`config.mk`:
```
export PLATFORM = sky130hd
export DESIGN_NAME = udpb_top
export DESIGN_NICKNAME = d
export VERILOG_FILES = /design/src/core/udpb_pkg.sv /design/src/core/udpb_field.sv /design/src/core/udpb_top.sv
export SDC_FILE = /design/constraint.sdc
export NUM_CORES = 1
export LEC_CHECK = 0
export BUFFER_PORTS_ARGS = -buffer_cell sky130_fd_sc_hd__buf_4
export CAP_MARGIN = 20
export CORE_UTILIZATION = 50
export DETAILED_ROUTE_END_ITERATION = 6
export PLACE_DENSITY = 0.74
export SLEW_MARGIN = 5
export SYNTH_ARGS = -nofsm -noshare
export SYNTH_HDL_FRONTEND = slang
export SYNTH_SLANG_ARGS = --single-unit
export TNS_END_PERCENT = 100
```
`constraint.sdc`:
```
create_clock -name pclk -period 2.1 [get_ports pclk]
set_input_delay 0.105 -clock pclk [delete_from_list [all_inputs] [get_ports pclk]]
set_output_delay 0.105 -clock pclk [all_outputs]
set_load 0.01 [all_outputs]
```
`src/core/udpb_pkg.sv`:
```
// Package for the user data partition base register block
package udpb_pkg;
  localparam int unsigned ADDR_W          = 12;
  localparam int unsigned DATA_W          = 32;
  localparam logic [11:0] OFS_PART_BASE   = 12'h000;
  localparam logic [11:0] OFS_KERN_BASE   = 12'h004;
  localparam logic [11:0] OFS_RAM_SIZE    = 12'h008;
  localparam int unsigned BASE_LSB        = 10;
  localparam int unsigned BASE_MSB        = 15;
  localparam logic [5:0]  BASE_RESET      = 6'h00;
  localparam logic [31:0] KERN_RESET      = 32'h00000000;
  localparam logic [31:0] RAM_SIZE_RESET  = 32'h00008000;

  typedef struct packed {
    logic        psel;
    logic        penable;
    logic        pwrite;
    logic [11:0] paddr;
    logic [31:0] pwdata;
  } udpb_apb_req_s;

  typedef struct packed {
    logic        pready;
    logic        pslverr;
    logic [31:0] prdata;
  } udpb_apb_rsp_s;

  typedef enum logic [1:0] {
    UDPB_IDLE   = 2'b01,
    UDPB_ACCESS = 2'b10
  } udpb_state_e;
endpackage

```
`src/core/udpb_field.sv`:
```
// Partition base field storage with the fixed low bits
`timescale 1ns/1ps
module udpb_field
  import udpb_pkg::*;
(
  input  wire logic        pclk,
  input  wire logic        presetn,
  input  wire logic        wr_en,
  input  wire logic [31:0] wr_data,
  output logic      [31:0] base_word
);
  import udpb_pkg::*;

  typedef struct packed {
    logic [5:0] base;
  } udpb_field_s;

  udpb_field_s cur;
  udpb_field_s next_cur;

  always_comb begin
    next_cur = cur;
    if (wr_en) begin
      next_cur.base = wr_data[BASE_MSB:BASE_LSB];
    end
  end

  always_ff @(posedge pclk or negedge presetn) begin
    if (!presetn) begin
      cur.base <= BASE_RESET;
    end else begin
      cur <= next_cur;
    end
  end

  // Upper bits unimplemented, low ten bits fixed zero
  assign base_word = {16'h0000, cur.base, 10'h000};

  AST_LOW_ZERO: assert property (@(posedge pclk) disable iff (!presetn)
    base_word[9:0] == 10'h000) else $error("low bits not zero");
  AST_HIGH_ZERO: assert property (@(posedge pclk) disable iff (!presetn)
    base_word[31:16] == 16'h0000) else $error("upper bits not zero");
  AST_WRITE_TAKES: assert property (@(posedge pclk) disable iff (!presetn)
    wr_en |=> base_word[15:10] == $past(wr_data[15:10])) else $error("write not stored");
  AST_HOLD: assert property (@(posedge pclk) disable iff (!presetn)
    !wr_en |=> $stable(base_word)) else $error("field changed without write");
endmodule

```
`src/core/udpb_top.sv`:
```
// APB register slave for the user data partition base
// What this block does
// - Bits 15 to 10 are writable and, when non-zero, set the user data region start in data RAM.
// - Bits 9 to 0 always read zero so the boundary moves in 1 KB steps.
// - Any reset clears the register so all RAM belongs to kernel data.
// - Bits 31 to 16 read zero and ignore writes.
`timescale 1ns/1ps
module udpb_top
  import udpb_pkg::*;
(
  input  wire logic                    pclk,
  input  wire logic                    presetn,
  input  wire udpb_pkg::udpb_apb_req_s apb_req,
  output udpb_pkg::udpb_apb_rsp_s      apb_rsp,
  output logic      [31:0]             user_data_partition_base,
  output logic                         user_region_active,
  output logic                         base_setting_bad
);
  import udpb_pkg::*;

  // Which of the three words a bus address selects
  typedef enum logic [3:0] {
    UDPB_SEL_NONE = 4'b0001,
    UDPB_SEL_BASE = 4'b0010,
    UDPB_SEL_KERN = 4'b0100,
    UDPB_SEL_SIZE = 4'b1000
  } udpb_sel_e;

  typedef struct packed {
    udpb_state_e   state;
    udpb_apb_rsp_s rsp;
    logic [31:0]   kern;
    logic [31:0]   ram_size;
    logic [31:0]   base;
    logic          active;
    logic          bad;
  } udpb_top_s;

  udpb_top_s   cur;
  udpb_top_s   next_cur;
  logic [31:0] base_word;
  logic        wr_base;
  logic        setup_phase;
  logic        access_done;
  udpb_sel_e   sel;

  function automatic logic hit(input logic [11:0] a, input logic [11:0] ofs);
    return a == ofs;
  endfunction

  function automatic udpb_sel_e decode(input logic [11:0] a);
    if (hit(a, OFS_PART_BASE)) begin
      return UDPB_SEL_BASE;
    end
    if (hit(a, OFS_KERN_BASE)) begin
      return UDPB_SEL_KERN;
    end
    if (hit(a, OFS_RAM_SIZE)) begin
      return UDPB_SEL_SIZE;
    end
    return UDPB_SEL_NONE;
  endfunction

  function automatic logic [31:0] read_word(input udpb_sel_e   s,
                                            input logic [31:0] b,
                                            input logic [31:0] k,
                                            input logic [31:0] z);
    logic [31:0] w;
    w = 32'h00000000;
    case (s)
      UDPB_SEL_BASE: begin
        w = b;
      end
      UDPB_SEL_KERN: begin
        w = k;
      end
      UDPB_SEL_SIZE: begin
        w = z;
      end
      default: begin
        w = 32'h00000000;
      end
    endcase
    return w;
  endfunction

  // Zero base means no user region, so neither limit applies
  function automatic logic limits_broken(input logic [31:0] b,
                                         input logic [31:0] k,
                                         input logic [31:0] s);
    return (b != 32'h00000000) && ((b <= k) || (b > s));
  endfunction

  assign sel         = decode(apb_req.paddr);
  assign setup_phase = apb_req.psel && !apb_req.penable && (cur.state == UDPB_IDLE);
  // Writes land only at the edge where pready is seen high
  assign access_done = apb_req.psel && apb_req.penable && cur.rsp.pready && (cur.state == UDPB_ACCESS);
  assign wr_base     = access_done && apb_req.pwrite && (sel == UDPB_SEL_BASE);

  udpb_field u_field (
    .pclk      (pclk),
    .presetn   (presetn),
    .wr_en     (wr_base),
    .wr_data   (apb_req.pwdata),
    .base_word (base_word)
  );

  always_comb begin
    next_cur = cur;
    next_cur.rsp.pready = 1'b0;
    next_cur.rsp.pslverr = 1'b0;
    case (cur.state)
      UDPB_IDLE: begin
        if (setup_phase) begin
          next_cur.state = UDPB_ACCESS;
          next_cur.rsp.pready = 1'b1;
          next_cur.rsp.pslverr = (sel == UDPB_SEL_NONE);
          if (!apb_req.pwrite) begin
            next_cur.rsp.prdata = read_word(sel, base_word, cur.kern, cur.ram_size);
          end
        end
      end
      UDPB_ACCESS: begin
        next_cur.state = UDPB_IDLE;
        if (access_done && apb_req.pwrite) begin
          case (sel)
            UDPB_SEL_KERN: begin
              next_cur.kern = apb_req.pwdata;
            end
            UDPB_SEL_SIZE: begin
              next_cur.ram_size = apb_req.pwdata;
            end
            default: begin
              next_cur.kern = cur.kern;
            end
          endcase
        end
      end
      default: begin
        next_cur.state = UDPB_IDLE;
      end
    endcase
    next_cur.base = base_word;
    next_cur.active = base_word[15:10] != 6'h00;
    next_cur.bad = limits_broken(base_word, cur.kern, cur.ram_size);
  end

  always_ff @(posedge pclk or negedge presetn) begin
    if (!presetn) begin
      cur.state    <= UDPB_IDLE;
      cur.rsp      <= '0;
      cur.kern     <= KERN_RESET;
      cur.ram_size <= RAM_SIZE_RESET;
      cur.base     <= 32'h00000000;
      cur.active   <= 1'b0;
      cur.bad      <= 1'b0;
    end else begin
      cur <= next_cur;
    end
  end

  assign apb_rsp = cur.rsp;
  assign user_region_active = cur.active;
  assign base_setting_bad = cur.bad;
  assign user_data_partition_base = cur.base;

  // Bus handshake checks
  AST_READY_ONE: assert property (@(posedge pclk) disable iff (!presetn)
    apb_req.psel && !apb_req.penable |=> apb_rsp.pready) else $error("pready late");

  AST_READY_PULSE: assert property (@(posedge pclk) disable iff (!presetn)
    apb_rsp.pready |=> !apb_rsp.pready) else $error("pready longer than one cycle");

  AST_ERR_WITH_READY: assert property (@(posedge pclk) disable iff (!presetn)
    apb_rsp.pslverr |-> apb_rsp.pready) else $error("pslverr without pready");

  AST_UNMAPPED_ERR: assert property (@(posedge pclk) disable iff (!presetn)
    apb_req.psel && !apb_req.penable && (decode(apb_req.paddr) == UDPB_SEL_NONE) |=> apb_rsp.pslverr)
    else $error("unmapped access not refused");

  // Register content checks
  AST_READ_BACK: assert property (@(posedge pclk) disable iff (!presetn)
    apb_req.psel && !apb_req.penable && !apb_req.pwrite && hit(apb_req.paddr, OFS_PART_BASE)
    |=> apb_rsp.prdata[9:0] == 10'h000 && apb_rsp.prdata[31:16] == 16'h0000)
    else $error("read reserved bits nonzero");

  AST_ACTIVE: assert property (@(posedge pclk) disable iff (!presetn)
    user_region_active == ($past(base_word[15:10]) != 6'h00)) else $error("active wrong");

  AST_RESET_ZERO: assert property (@(posedge pclk)
    !presetn |=> user_data_partition_base == 32'h00000000) else $error("reset not zero");

  AST_OUT_FOLLOWS: assert property (@(posedge pclk) disable iff (!presetn)
    user_data_partition_base == $past(base_word)) else $error("base output lags wrong");

  AST_BASE_ONLY_AT_END: assert property (@(posedge pclk) disable iff (!presetn)
    $changed(base_word) |-> $past(wr_base)) else $error("base changed without write");

  AST_BAD: assert property (@(posedge pclk) disable iff (!presetn)
    base_setting_bad == limits_broken($past(base_word), $past(cur.kern), $past(cur.ram_size)))
    else $error("bad flag wrong");

  AST_KERN_HOLD: assert property (@(posedge pclk) disable iff (!presetn)
    !(access_done && apb_req.pwrite && (sel == UDPB_SEL_KERN)) |=> $stable(cur.kern))
    else $error("kernel base changed without write");

  AST_SIZE_HOLD: assert property (@(posedge pclk) disable iff (!presetn)
    !(access_done && apb_req.pwrite && (sel == UDPB_SEL_SIZE)) |=> $stable(cur.ram_size))
    else $error("ram size changed without write");

  AST_KERN_READ: assert property (@(posedge pclk) disable iff (!presetn)
    setup_phase && !apb_req.pwrite && (sel == UDPB_SEL_KERN) |=> apb_rsp.prdata == $past(cur.kern))
    else $error("kernel base read wrong");

  AST_SIZE_READ: assert property (@(posedge pclk) disable iff (!presetn)
    setup_phase && !apb_req.pwrite && (sel == UDPB_SEL_SIZE) |=> apb_rsp.prdata == $past(cur.ram_size))
    else $error("ram size read wrong");

  COV_WRITE: cover property (@(posedge pclk) disable iff (!presetn) wr_base);
  COV_ACTIVE: cover property (@(posedge pclk) disable iff (!presetn) $rose(user_region_active));
  COV_BAD: cover property (@(posedge pclk) disable iff (!presetn) $rose(base_setting_bad));
  COV_READ_BASE: cover property (@(posedge pclk) disable iff (!presetn)
    setup_phase && !apb_req.pwrite && (sel == UDPB_SEL_BASE));
  COV_UNMAPPED: cover property (@(posedge pclk) disable iff (!presetn) apb_rsp.pslverr);
endmodule

```
==> run summary <==
The share of total power in sequential cells was 43.9%; the total routing usage reported by global routing was 22.8%. The congestion estimate from routability-driven global placement came to 0.843. The run gives 581 MHz as the upper clock frequency limit.

The number of DRC violations after detailed-routing iteration 0 is 201. The tree is rooted in a sky130_fd_sc_hd__clkbuf_8. Cell with the largest stage delay on the worst path: sky130_fd_sc_hd__dfrtp_1.

The finished layout holds 695 standard cells, fillers aside. Summed over all nets, the switching power comes to 1040 uW. The first-pass GRT wire length is 19600 um, and the number of search-and-repair iterations in the first detailed-routing pass is 4. The number of cells upsized or downsized after cts is 0. Of all cell types, the one taking the most synthesized area is sky130_fd_sc_hd__dfrtp_1. Once the floorplan was initialized, standard cells occupied 52.1% of the core. The tightest min-delay check is of the in2reg type.

The run gives 7620 um as the half-perimeter wire length after placement. The top cell types in the final layout, fill and taps aside, are 112 x sky130_fd_sc_hd__dfrtp_1, 94 x sky130_fd_sc_hd__buf_4, 74 x sky130_fd_sc_hd__mux2_2, 37 x sky130_fd_sc_hd__dlygate4sd3_1, 34 x sky130_fd_sc_hd__nand2_1. Floorplan die width: 106 um. The number of input and output port buffers inserted was 90; the clock-pin slew reported for the worst setup and hold paths after clock tree synthesis was 0.05 ns. The signal on the critical path passes through ha_1 -> a21oi_1 -> a21boi_0 -> o311ai_0 -> a21boi_0. The tools report the endpoint of the worst hold path as apb_rsp[32]$_DFF_PN0_. Counting instances, the worst hold path has a depth of 4. The number of buffers added by the clock tree synthesis step was 17. Internal power comes to 3990 uW. The DRC violation count after routing is 0, and the reported leakage power is 0.00339 uW. For the worst setup path, the data arrival time is 2.07 ns. Number of global-route vias before repair: 3885.

The run gives 0 as the number of antenna violations at the first check in global routing. For the hold violation count in the final report, the log shows 0. A synthesized cell averages 11.9 sq um. In this design, the largest share of critical-path delay is due to compound AO/OA/AOI/OAI gates. In this run, placement finished with an instance count of 628. Final cycle utilization of the critical path: 81.9%.

The tools report the startpoint type of the worst setup path as a register. The core area is 10500 sq um, and the final worst hold slack is 0.0789 ns. By instance count, the cell type seen most on the critical path is sky130_fd_sc_hd__a21boi_0. Entering global routing, the biggest net connects 58 pins. Setup violations remaining at the end of the flow were counted as 0. The run gives 5.1% as the combinational share of power.

The y dimension of the die came out at 106 um. For the clock sink count, the log shows 114. In this run the most critical hold path is launched from apb_req[38]. Net switching is 20.7% of the power.

The maximum clock path buffer count is 2. For this design the ratio of total power to cell area is 736 nW/um^2. The tools report the total count of max-transition violations in the final report as 0. Along the worst path, the maximum fanout reaches 6. Setup repair after global routing left no endpoint under its margin.

At the worst endpoint, the required time is 2.45 ns. The later pin in the worst-skew pair is clocked with a latency of 0.50 ns. The worst setup path is of the reg2reg kind. In the post-synthesis netlist, the biggest area contributors are sky130_fd_sc_hd__dfrtp_1 51%, sky130_fd_sc_hd__mux2_2 15%, sky130_fd_sc_hd__buf_4 9.1%. The run gives 37 as the total of hold buffers inserted after clock tree synthesis.

Area overhead of the layout relative to synthesis: 25.4%. Across the VDD grid, the largest voltage drop is 474 uV. Cells with a size suffix above 1 make up 37.4% of the layout. The repair_antennas step left the layout with diodes totalling 0. The cell row count is 37.

Adding up every negative setup slack in the final design gives 0 ns. The run gives 457 as the cell count after synthesis. The library cell used most frequently in the layout, excluding fill and tap cells, is sky130_fd_sc_hd__dfrtp_1. The share of total power dissipated in the clock network is 51.1%. For this design the top-level I/O count stands at 117. Dividing the detail-routed wire length by the instance count gives 17.2 um. Counting both buffers and inverters, the worst setup path holds a total of 0. For the final database, setup skew stands at 0.00805 ns. The depth of the worst register-to-register path came out at 5. In this run the critical register-to-register path is launched from u_field.cur[4]$_DFFE_PN0P_.

The share of Yosys cell area claimed by the top area cell type came out at 51.4%. The maximum cell stage delay along the critical path was 0.45 ns; the final wirelength was 12000 um. The minimum period implied by the final worst setup slack is 1.72 ns. The count of state elements after synthesis came out at 114. The logs give 0 for the number of antenna-violating nets in the routed design and 65.4% for the final standard cell utilization of the core. During synthesis, Yosys emitted a total of 0 warnings.

The unique cell type count in the Yosys netlist is 35, and the leftover overflow at the end of global routing is 0. Sequential cells were found to cover 52.3% of the synthesized design area. In this run the number of H-tree levels came out at 4.

The number of vias per cell after detailed routing was 5.45. Across all register-to-register paths, the minimum setup slack is 0.38 ns. The run gives 3788 as the routed via count. The run finished with clean final reports. The type of destination of the critical path was a register. TritonCTS built the clock tree. The worst register-to-register path ends at base_setting_bad$_DFF_PN0_. Area of the die: 11300 sq um. The final layout contains 609 nets. Reported max-cap violation count: 0. The number of buffers inserted by post-CTS setup repair was 0. For the total standard cell area after synthesis, the log shows 5460 sq um.
[cell usage after synthesis]
master                      count
sky130_fd_sc_hd__a21boi_0       3
sky130_fd_sc_hd__a21oi_1        5
sky130_fd_sc_hd__a22oi_1        6
sky130_fd_sc_hd__a32oi_1       26
sky130_fd_sc_hd__and3_1         1
sky130_fd_sc_hd__and4_1         2
sky130_fd_sc_hd__buf_2          8
sky130_fd_sc_hd__buf_4         66
sky130_fd_sc_hd__clkbuf_1      15
sky130_fd_sc_hd__conb_1         1
sky130_fd_sc_hd__dfrtp_1      112
sky130_fd_sc_hd__dfstp_2        2
sky130_fd_sc_hd__ha_1          12
sky130_fd_sc_hd__inv_1         14
sky130_fd_sc_hd__mux2_1         2
sky130_fd_sc_hd__mux2_2        74
sky130_fd_sc_hd__nand2_1       34
sky130_fd_sc_hd__nand2_2        1
sky130_fd_sc_hd__nand2b_1       2
sky130_fd_sc_hd__nand3_1        3
sky130_fd_sc_hd__nand3_2        1
sky130_fd_sc_hd__nand4_1        3
sky130_fd_sc_hd__nand4b_1       2
sky130_fd_sc_hd__nand4bb_1      1
sky130_fd_sc_hd__nor2_1         5
sky130_fd_sc_hd__nor3_1         1
sky130_fd_sc_hd__nor3b_1        1
sky130_fd_sc_hd__nor4_1        13
sky130_fd_sc_hd__nor4_4         2
sky130_fd_sc_hd__nor4bb_1       2
sky130_fd_sc_hd__o21ai_0       32
sky130_fd_sc_hd__o311a_1        1
sky130_fd_sc_hd__o311ai_0       1
sky130_fd_sc_hd__or2_2          1
sky130_fd_sc_hd__or4_4          2
[metrics by stage]
| stage | area (sq um) | setup slack [ns] | power [uW] |
|---|---|---|---|
| 6_report | 6840 | 0.379 | 5030 |
| 4_1_cts | 6840 | 0.375 | 5070 |
| 3_5_place_dp | 5930 | 0.102 | 2450 |
| 2_1_floorplan | 5550 | 0.311 | 2340 |
| 3_3_place_gp | 5930 | 0.187 | 2440 |
| 5_1_grt | 6840 | 0.211 | 5200 |
[worst register-to-register path, delay by kind of cell (launching register included)]
family / cells / cell delay (ns)
compound gates: 4 / 0.78
fa+ha+maj: 1 / 0.34
flops: 1 / 0.45
[layer usage]
layer  share of wire (%)  vias up  global-route usage, %
li1                    -     1738                      -
met1                  43     1905                   28.6
met2                  51      129                   38.5
met3                 4.3       16                   5.52
met4                 1.4        0                   7.93
met5                   0        -                      0
[flip-flops by register name, indices dropped and copies added (netlist names)]
register and count:
user_data_partition_base 6, base_setting_bad 1, u_field.cur 6, apb_rsp 34
user_region_active 1, cur 66
[power by group through the flow]
stage                     sequential [uW]  clock, uW  combinational (uW)
final                                2210       2570                 255
after global routing                 2210       2710                 280
after CTS                            2210       2610                 257
after detailed placement             2240          0                 201
after global placement               2240          0                 196
after floorplan                      2240          0                92.0
[worst max-delay path by stage]
| stage | startpoint | end | slack, ns | cells past startpoint |
|---|---|---|---|---|
| global route | u_field.cur[4]$_DFFE_PN0P_ | base_setting_bad$_DFF_PN0_ | 0.21 | 5 |
| finish | u_field.cur[4]$_DFFE_PN0P_ | base_setting_bad$_DFF_PN0_ | 0.38 | 5 |
| floorplan | apb_req[41] | cur[77]$_DFFE_PN0P_ | 0.31 | 5 |
| global placement | apb_req[41] | u_field.cur[3]$_DFFE_PN0P_ | 0.19 | 5 |
| CTS | u_field.cur[4]$_DFFE_PN0P_ | base_setting_bad$_DFF_PN0_ | 0.37 | 5 |
| detailed placement | apb_req[41] | u_field.cur[3]$_DFFE_PN0P_ | 0.10 | 5 |
[kinds of logic after synthesis]
group,Yosys count,synth area share [%]
DFF,114,52.3
buffers and inverters,103,11.8
and+or+nand+nor,77,8.19
muxes,76,15.7
AOI/OAI and AO/OA,74,9.15
adders and majority gates,12,2.75
other,1,0.0687
[final cells by class]
class / count / area, sq um
Sequential cell: 114 / 2860
Fill cell: 776 / 3620
Inverter: 14 / 52.6
Clock buffer: 24 / 480
Multi-Input combinational cell: 265 / 2050
Timing Repair Buffer: 136 / 1180
Tap cell: 136 / 170
Clock inverter: 6 / 55.1
(Power assumes the default switching activity.)
